--- src/eeprom_pkg.sv ---
// Shared constants for the serial nonvolatile memory link
package eeprom_pkg;
    localparam int          WORDS        = 256;
    localparam int          ADDR_W       = 8;
    localparam int          DATA_W       = 16;
    localparam logic [3:0]  START_PAT    = 4'hA;
    localparam logic [7:0]  OP_READ      = 8'hA8;
    localparam logic [7:0]  OP_WRITE     = 8'hA4;
    localparam logic [7:0]  OP_EW_ENABLE = 8'hA3;
    localparam logic [7:0]  OP_EW_DISABLE = 8'hA0;
    localparam logic [7:0]  OP_FILL_ALL  = 8'hA1;
    localparam logic [5:0]  CMD_CLOCKS   = 6'h10;
    localparam logic [5:0]  FRAME_CLOCKS = 6'h20;
    localparam logic [15:0] CLEAR_WORD   = 16'hFFFF;
    localparam int          CLK_NS       = 8;
    localparam int          PROG_NS      = 5_000_000;
    localparam int          PROG_CYCLES  = PROG_NS / CLK_NS;
    localparam int          LINK_HALF_NS = 40;
    localparam int          LINK_HALF_CYCLES = (LINK_HALF_NS + CLK_NS - 1) / CLK_NS;
    localparam int          PWR_READ_NS  = 10_000;
    localparam int          PWR_READ_CYCLES = (PWR_READ_NS + CLK_NS - 1) / CLK_NS;
    localparam int          PWR_PROG_NS  = 1_000_000;
    localparam int          PWR_PROG_CYCLES = (PWR_PROG_NS + CLK_NS - 1) / CLK_NS;
    typedef enum logic [2:0] {
        CMD_RD        = 3'b000,
        CMD_WR        = 3'b001,
        CMD_EW_ENABLE = 3'b010,
        CMD_EW_DISABLE = 3'b011,
        CMD_FILL_ALL  = 3'b100
    } host_cmd_e;
endpackage : eeprom_pkg

--- src/eeprom_link_if.sv ---
// Serial link between the host controller and the memory device
`timescale 1ns/1ns
`default_nettype none
interface eeprom_link_if;
    logic cs_n;
    logic serial_clock_in;
    logic serial_in;
    logic write_abort;
    logic serial_out;
    logic serial_out_oe;
    logic ready_busy_n;
    logic serial_line;
    // Undriven line reads low
    assign serial_line = serial_out_oe & serial_out;
    modport device (
        input  cs_n, serial_clock_in, serial_in, write_abort,
        output serial_out, serial_out_oe, ready_busy_n
    );
    modport host (
        output cs_n, serial_clock_in, serial_in, write_abort,
        input  serial_line, ready_busy_n
    );
endinterface : eeprom_link_if
`default_nettype wire

--- src/eeprom_device.sv ---
// Memory device end: frame decoder, word array and self-timed writer
`timescale 1ns/1ns
`default_nettype none
module eeprom_device #(
    parameter int PROG_CYCLES = eeprom_pkg::PROG_CYCLES
) (
    input  wire logic            CORE_CLK,
    input  wire logic            SRST,
    eeprom_link_if.device        link,
    output logic                 WRITE_ENABLED,
    output logic                 BUSY
);
    typedef enum logic [2:0] {
        ST_IDLE  = 3'b000,
        ST_HUNT  = 3'b001,
        ST_FRAME = 3'b010,
        ST_READ  = 3'b011,
        ST_HOLD  = 3'b100
    } dev_state_e;

    logic [15:0] mem [eeprom_pkg::WORDS];
    logic [1:0]  cs_sync;
    logic [1:0]  sck_sync;
    logic [1:0]  si_sync;
    logic [1:0]  abort_sync;
    logic        sck_prev;
    logic        cs_prev;
    dev_state_e  state;
    logic [31:0] shift;
    logic [5:0]  clk_cnt;
    logic [15:0] rd_shift;
    logic [4:0]  rd_left;
    logic        rd_armed;
    logic        killed;
    logic        busy;
    logic        fill_mode;
    logic [7:0]  prog_addr;
    logic [15:0] prog_data;
    logic [31:0] prog_cnt;
    logic        status_pending;
    logic        we_enabled;
    logic        sck_rise;
    logic        sck_fall;
    logic        cs_fall;
    logic        cs_low;
    logic        abort;
    logic        si;
    logic [31:0] next_shift;
    logic [7:0]  opcode;
    logic        frame_done;

    // Link pins come from the host's domain
    always_ff @(posedge CORE_CLK) begin
        if (SRST) begin
            cs_sync    <= 2'h3;
            sck_sync   <= 2'h0;
            si_sync    <= 2'h0;
            abort_sync <= 2'h0;
            sck_prev   <= 1'b0;
            cs_prev    <= 1'b1;
        end else begin
            cs_sync    <= {cs_sync[0], link.cs_n};
            sck_sync   <= {sck_sync[0], link.serial_clock_in};
            si_sync    <= {si_sync[0], link.serial_in};
            abort_sync <= {abort_sync[0], link.write_abort};
            sck_prev   <= sck_sync[1];
            cs_prev    <= cs_sync[1];
        end
    end

    assign sck_rise   = sck_sync[1] & ~sck_prev;
    assign sck_fall   = ~sck_sync[1] & sck_prev;
    assign cs_fall    = ~cs_sync[1] & cs_prev;
    assign cs_low     = ~cs_sync[1];
    assign abort      = abort_sync[1];
    assign si         = si_sync[1];
    assign next_shift = {shift[30:0], si};
    assign opcode     = next_shift[15:8];
    assign frame_done = sck_rise && (clk_cnt == eeprom_pkg::FRAME_CLOCKS - 6'h1);

    // Frame decoder
    always_ff @(posedge CORE_CLK) begin
        if (SRST) begin
            state    <= ST_IDLE;
            shift    <= 32'h0000_0000;
            clk_cnt  <= 6'h00;
            rd_armed <= 1'b0;
            killed   <= 1'b0;
        end else if (!cs_low) begin
            state    <= ST_IDLE;
            rd_armed <= 1'b0;
        end else if (cs_fall) begin
            // Fresh selection restarts the hunt; busy frames are ignored
            state   <= busy ? ST_HOLD : ST_HUNT;
            shift   <= 32'h0000_0000;
            clk_cnt <= 6'h00;
            killed  <= 1'b0;
        end else begin
            if (abort && state == ST_FRAME) begin
                killed <= 1'b1;
            end
            case (state)
                ST_HUNT: begin
                    if (sck_rise) begin
                        shift <= next_shift;
                        if (next_shift[3:0] == eeprom_pkg::START_PAT) begin
                            state   <= ST_FRAME;
                            clk_cnt <= 6'h04;
                        end
                    end
                end
                ST_FRAME: begin
                    if (sck_rise) begin
                        shift   <= next_shift;
                        clk_cnt <= clk_cnt + 6'h01;
                        if (clk_cnt == eeprom_pkg::CMD_CLOCKS - 6'h1) begin
                            if (opcode == eeprom_pkg::OP_READ) begin
                                state    <= ST_READ;
                                rd_armed <= 1'b1;
                            end else if (opcode != eeprom_pkg::OP_WRITE
                                         && opcode != eeprom_pkg::OP_FILL_ALL) begin
                                state <= ST_HOLD;
                            end
                        end else if (frame_done) begin
                            state <= ST_HOLD;
                        end
                    end
                end
                ST_READ: begin
                    if (sck_fall) begin
                        rd_armed <= 1'b0;
                    end
                end
                default: begin
                end
            endcase
        end
    end

    // Write enable latch; the abort pin never touches it
    always_ff @(posedge CORE_CLK) begin
        if (SRST) begin
            we_enabled <= 1'b0;
        end else if (state == ST_FRAME && sck_rise
                     && clk_cnt == eeprom_pkg::CMD_CLOCKS - 6'h1) begin
            if (opcode == eeprom_pkg::OP_EW_ENABLE) begin
                we_enabled <= 1'b1;
            end else if (opcode == eeprom_pkg::OP_EW_DISABLE) begin
                we_enabled <= 1'b0;
            end
        end
    end

    // Self-timed clear then program
    always_ff @(posedge CORE_CLK) begin
        if (SRST) begin
            busy           <= 1'b0;
            fill_mode      <= 1'b0;
            prog_addr      <= 8'h00;
            prog_data      <= 16'h0000;
            prog_cnt       <= 32'h0000_0000;
            status_pending <= 1'b0;
        end else if (busy) begin
            if (abort) begin
                // Word may be left cleared to CLEAR_WORD but not yet programmed
                busy           <= 1'b0;
                status_pending <= 1'b1;
            end else if (prog_cnt == 32'(PROG_CYCLES - 1)) begin
                busy           <= 1'b0;
                status_pending <= 1'b1;
            end else begin
                prog_cnt <= prog_cnt + 32'h0000_0001;
            end
        end else if (state == ST_FRAME && frame_done && !killed && !abort
                     && we_enabled) begin
            busy           <= 1'b1;
            // Whole frame is in next_shift on the last rise
            fill_mode      <= next_shift[31:24] == eeprom_pkg::OP_FILL_ALL;
            prog_addr      <= next_shift[23:16];
            prog_data      <= next_shift[15:0];
            prog_cnt       <= 32'h0000_0000;
            status_pending <= 1'b0;
        end else if (status_pending && cs_low && sck_rise && si) begin
            status_pending <= 1'b0;
        end
    end

    // Clear at the start of the cycle, program at its midpoint
    always_ff @(posedge CORE_CLK) begin
        if (busy && !abort && (prog_cnt == 32'h0000_0000
                               || prog_cnt == 32'(PROG_CYCLES / 2))) begin
            for (int i = 0; i < eeprom_pkg::WORDS; i++) begin
                if (fill_mode || prog_addr == 8'(i)) begin
                    mem[i] <= prog_cnt == 32'h0000_0000 ? eeprom_pkg::CLEAR_WORD : prog_data;
                end
            end
        end
    end

    // Read data shifter
    always_ff @(posedge CORE_CLK) begin
        if (SRST) begin
            rd_shift <= 16'h0000;
            rd_left  <= 5'h00;
        end else if (state == ST_FRAME && sck_rise
                     && clk_cnt == eeprom_pkg::CMD_CLOCKS - 6'h1) begin
            rd_shift <= mem[next_shift[7:0]];
            rd_left  <= 5'h10;
        end else if (!cs_low) begin
            rd_left <= 5'h00;
        end else if (state == ST_READ && sck_fall && rd_left != 5'h00) begin
            rd_shift <= rd_armed ? rd_shift : {rd_shift[14:0], 1'b0};
            rd_left  <= rd_armed ? rd_left : rd_left - 5'h01;
        end
    end

    // Pin drivers
    always_ff @(posedge CORE_CLK) begin
        if (SRST) begin
            link.serial_out    <= 1'b0;
            link.serial_out_oe <= 1'b0;
            link.ready_busy_n  <= 1'b1;
            WRITE_ENABLED      <= 1'b0;
            BUSY               <= 1'b0;
        end else begin
            link.ready_busy_n <= ~busy;
            WRITE_ENABLED     <= we_enabled;
            BUSY              <= busy;
            if (!cs_low) begin
                link.serial_out_oe <= 1'b0;
                link.serial_out    <= 1'b0;
            end else if (busy || status_pending) begin
                link.serial_out_oe <= 1'b1;
                link.serial_out    <= ~busy;
            end else if (state == ST_READ && !rd_armed && rd_left != 5'h00) begin
                link.serial_out_oe <= 1'b1;
                link.serial_out    <= rd_shift[15];
            end else begin
                link.serial_out_oe <= 1'b0;
                link.serial_out    <= 1'b0;
            end
        end
    end
endmodule : eeprom_device
`default_nettype wire

--- src/flat_wrapper.sv ---
// flat-port wrapper written by rule: the top's interface ports become plain ports
module eeprom_device_flat 
#(
    parameter int PROG_CYCLES = eeprom_pkg::PROG_CYCLES
)
  (CORE_CLK, SRST, WRITE_ENABLED, BUSY, link_cs_n, link_serial_clock_in, link_serial_in, link_write_abort, link_serial_out, link_serial_out_oe, link_ready_busy_n);
  eeprom_link_if link_i ();
  input  wire logic CORE_CLK;
  input  wire logic SRST;
  output logic WRITE_ENABLED;
  output logic BUSY;
  input wire logic [$bits(link_i.cs_n)-1:0] link_cs_n;
  input wire logic [$bits(link_i.serial_clock_in)-1:0] link_serial_clock_in;
  input wire logic [$bits(link_i.serial_in)-1:0] link_serial_in;
  input wire logic [$bits(link_i.write_abort)-1:0] link_write_abort;
  output wire logic [$bits(link_i.serial_out)-1:0] link_serial_out;
  output wire logic [$bits(link_i.serial_out_oe)-1:0] link_serial_out_oe;
  output wire logic [$bits(link_i.ready_busy_n)-1:0] link_ready_busy_n;
  assign link_i.cs_n = link_cs_n;
  assign link_i.serial_clock_in = link_serial_clock_in;
  assign link_i.serial_in = link_serial_in;
  assign link_i.write_abort = link_write_abort;
  assign link_serial_out = link_i.serial_out;
  assign link_serial_out_oe = link_i.serial_out_oe;
  assign link_ready_busy_n = link_i.ready_busy_n;
  eeprom_device #(.PROG_CYCLES(PROG_CYCLES)) u_core (.CORE_CLK(CORE_CLK), .SRST(SRST), .link(link_i), .WRITE_ENABLED(WRITE_ENABLED), .BUSY(BUSY));
endmodule
--- config.mk ---
export PLATFORM = sky130hd
export DESIGN_NAME = eeprom_device_flat
export DESIGN_NICKNAME = d
export VERILOG_FILES = /design/src/eeprom_pkg.sv /design/src/eeprom_link_if.sv /design/src/eeprom_device.sv /design/src/flat_wrapper.sv
export SDC_FILE = /design/constraint.sdc
export NUM_CORES = 2
export LEC_CHECK = 0
export BUFFER_PORTS_ARGS = -buffer_cell sky130_fd_sc_hd__buf_2
export CAP_MARGIN = 20
export CELL_PAD_IN_SITES_DETAIL_PLACEMENT = 0
export CELL_PAD_IN_SITES_GLOBAL_PLACEMENT = 2
export CORE_ASPECT_RATIO = 1.2
export CORE_MARGIN = 2
export CORE_UTILIZATION = 55
export CTS_CLUSTER_DIAMETER = 120
export DETAILED_ROUTE_END_ITERATION = 10
export PLACE_DENSITY = 0.94
export SYNTH_ARGS = -nofsm -noshare
export SYNTH_HDL_FRONTEND = slang
export SYNTH_SLANG_ARGS = --single-unit
--- constraint.sdc ---
create_clock -name CORE_CLK -period 7.9 [get_ports CORE_CLK]
set_input_delay 0.395 -clock CORE_CLK [delete_from_list [all_inputs] [get_ports CORE_CLK]]
set_output_delay 0.395 -clock CORE_CLK [all_outputs]
set_load 0.05 [all_outputs]
==> results.ini <==
[detailed_routing]
top_layer = met5
drc_errors = 0
drtPass1Iterations = 7
postRouteAntennaNets = 0
met1_length_mm = 155
wl_met3_mm = 61.2
drt_wl_total_mm = 476
drt-initial-drc-count = 15300
vias = 88700
wire_per_inst_um = 37.5
route.met2.wl_mm = 224
via_per_inst = 7.00

[floorplanning]
rows = 220
fp.coreArea_um2 = 299000
num_io_pins = 11
start_util_pct = 55.1
die_height_um = 603
die_area_um2 = 304000
die_w_um = 504

[global_route]
grt_max_degree = 224
grt_antenna_before_repair = 33
grt_pass1_wl_mm = 663
grt.total_usage_pct = 31.1
grt_overflow = 0
grt_pass1_vias = 87100

[clocking]
clkSinkCount = 4234
cts-root-buf = clkbuf_16
tritoncts = done
clk_latency_ns = 0.98
htree_levels = 5
post_cts_buffers = 0
cts_buffer_depth = 4
cts_made_buffers = 382
clk_pin_slew_ns = 0.07

[timing]
holdWs_ns = 0.183
max-slew-margin-rel_pct = -5.72
rsz0062_at_grt = no
min_period_ns = 5.13
finClkSkew_ns = 0.0689
hold_violations = 0
worst_slew_pin_slew_ns = 1.59
fmax_ghz = 0.195
setup_viol = 0
maxSlewViolCount = 62
tns_ns = 0
finalCritPeriodShare_pct = 65.0

[power]
leakagePower_nw = 54.7
internal_power_mw = 35.0
pwr-share-clk_pct = 43.4
power.density_nw_per_um2 = 237
ir_drop_mv = 0.202
power_frac_seq_pct = 55.6
switching_share_pct = 19.7
combPwrFrac_pct = 1.0
netSwitchingPower_mw = 8.58

[setup_path]
worst_setup_path_end_kind = register
r2r-end = u_core.rd_shift[9]
path_class = reg -> reg
crit_path_end = u_core.rd_shift[9]
startpoint_type = register
r2r-start = u_core.shift[1]
r2r_slack_ns = 2.77
critPathRequiredTime_ns = 8.74
arrival_ns = 5.97
r2r_cells = 10
cp_max_fo = 40
cp-startpoint = u_core.shift[1]

[yosys]
synth_area_leader_cell = edfxtp_1
synth.avg_cell_area_um2 = 20.6
yosysWarnings = 0
ys_ff_latch = 4234
yosysSeqAreaShare_pct = 76.4
synth-edff-count = 4096
syn_inst = 7983
synth_area_leaders = edfxtp_1, mux4_2, mux2i_1
synth_flop_cell = edfxtp_1
syn_area_um2 = 165000
synth.top_cell.area_share_pct = 74.7
syn_nets = 7993
ys_async_sr_fraction_pct = 0
synth_cell_types = 86

[finish]
ff_latch_area_um2 = 126000
multi_input_area_um2 = 36300
stdcell_count = 12700
nets = 8343
fillers = 19500
drive_gt1_share_pct = 24.4
area_delta_synth_final_pct = 11.7

[hold_path]
hp-class = in -> reg

[placed_design]
numPortBuffers = 10
gp_congestion = 0.908
dp.cells = 11900
dp_hpwl_mm = 261

[run_status]
status = complete, but fails checks
violations = max-slew violations

[flow_run]
drv_cap = 0

[sequential cells by signal, indices dropped and copies added, names as in the netlist, 3 cells and up]
| signal | count |
|---|---|
| u_core.prog_data | 16 |
| u_core.rd_left | 5 |
| u_core.prog_addr | 8 |
| u_core.clk_cnt | 6 |
| u_core.mem | 4096 |
| u_core.shift | 31 |
| u_core.rd_shift | 16 |
| u_core.state | 3 |
| u_core.prog_cnt | 32 |
[layout make-up]
type | count | area share [%]
inverter | 20 | 0.0422
antenna | 30 | 0.0408
tap | 3996 | 2.72
timing repair buffer | 478 | 2.25
sequential | 4234 | 68.4
clock buffer | 450 | 5.41
multi-input combinational | 3217 | 19.8
clock inverter | 250 | 1.40
[power by group through the flow]
stage                     sequential [mW]  combinational (mW)  clock [mW]
after detailed placement             24.7               0.445           0
after global placement               24.7               0.438           0
after floorplan                      24.7               0.370           0
final                                24.2               0.449        18.9
after global routing                 24.2               0.471        19.8
after CTS                            24.2               0.452        19.0
[critical path: stages (launching register included)]
cell and delay (ns):
dfxtp_4 0.92, buf_4 0.59, buf_4 0.80, mux4_2 0.40
nor2b_1 0.14, a2111oi_0 0.79, buf_4 0.24, a311oi_1 0.05
a31oi_1 0.69, nand3b_1 0.22, o31ai_1 0.09
[how the worst min path moves through the flow]
stage,from,endpoint,cells after the start
2_1_floorplan,u_core.cs_sync[0],u_core.cs_sync[1],1
3_3_place_gp,u_core.cs_sync[0],u_core.cs_sync[1],1
3_5_place_dp,u_core.cs_sync[0],u_core.cs_sync[1],1
4_1_cts,link_cs_n,u_core.cs_sync[0],3
5_1_grt,link_cs_n,u_core.cs_sync[0],3
6_report,link_cs_n,u_core.cs_sync[0],3
[per-layer routing]
metal	vias to the layer above	track usage [%]
li1	34000	-
met1	45800	39.8
met2	7428	48.0
met3	1459	7.82
met4	26	19.5
met5	-	0
[kinds of logic after synthesis]
logic type / count (synthesis) / synth area share [%]
compound gates: 1042 / 4.12
xor+xnor: 29 / 0.154
buf+inv: 532 / 1.84
mux: 1301 / 15.2
flops: 4234 / 76.4
fa+ha+maj: 4 / 0.0304
simple gates: 841 / 2.34
[through the flow]
step / power [mW] / setup slack [ns] / instance area, µm² / util, %
finish: 43.6 / 2.77 / 184000 / 61.6
global route: 44.5 / 2.80 / 184000 / 61.6
CTS: 43.7 / 2.88 / 184000 / 61.5
detailed placement: 25.2 / 2.89 / 171000 / 57.3
global placement: 25.2 / 2.91 / 171000 / 57.3
floorplan: 25.1 / 3.92 / 165000 / -
[cells in the final DEF, fill, tap and decap left out, drive strengths merged, types with 17 or more instances in the layout]
| cell type | synthesis | final |
|---|---|---|
| edfxtp | 4096 | 4096 |
| mux4 | 947 | 947 |
| buf | 294 | 472 |
| clkbuf | 218 | 451 |
| a21oi | 425 | 425 |
| nor2 | 394 | 394 |
| mux2i | 334 | 334 |
| a22oi | 195 | 195 |
| clkinv | 0 | 164 |
| nand2 | 161 | 161 |
| dfxtp | 138 | 138 |
| o21ai | 80 | 80 |
| o221ai | 53 | 53 |
| a221oi | 48 | 48 |
| nand3 | 48 | 48 |
| bufinv | 0 | 47 |
| nor3 | 44 | 44 |
| o22ai | 41 | 41 |
| a211oi | 38 | 38 |
| a22o | 38 | 38 |
| inv | 20 | 34 |
| nor2b | 33 | 33 |
| diode | 0 | 30 |
| clkinvlp | 0 | 25 |
| nor4 | 25 | 25 |
| nand2b | 24 | 24 |
| or2 | 24 | 24 |
| nand4 | 22 | 22 |
| mux2 | 20 | 20 |
| o211ai | 19 | 19 |
| xor2 | 18 | 18 |
| a2111oi | 18 | 18 |
| or3 | 17 | 17 |
[what timing repair did]
| action | in CTS | in global routing |
|---|---|---|
| hold buffers | 5 | 0 |
| gates resized for setup | 0 | 0 |
| hold endpoints to repair | 24 | 0 |
| endpoints found under the setup margin | 0 | 0 |
[synthesized netlist by cell type (all sizes together) (25+ instances only)]
master  instances
edfxtp       4096
mux4          947
a21oi         425
nor2          394
mux2i         334
buf           294
clkbuf        218
a22oi         195
nand2         161
dfxtp         138
o21ai          80
o221ai         53
a221oi         48
nand3          48
nor3           44
o22ai          41
a211oi         38
a22o           38
nor2b          33
nor4           25
Power figures use the tool's default switching activity.
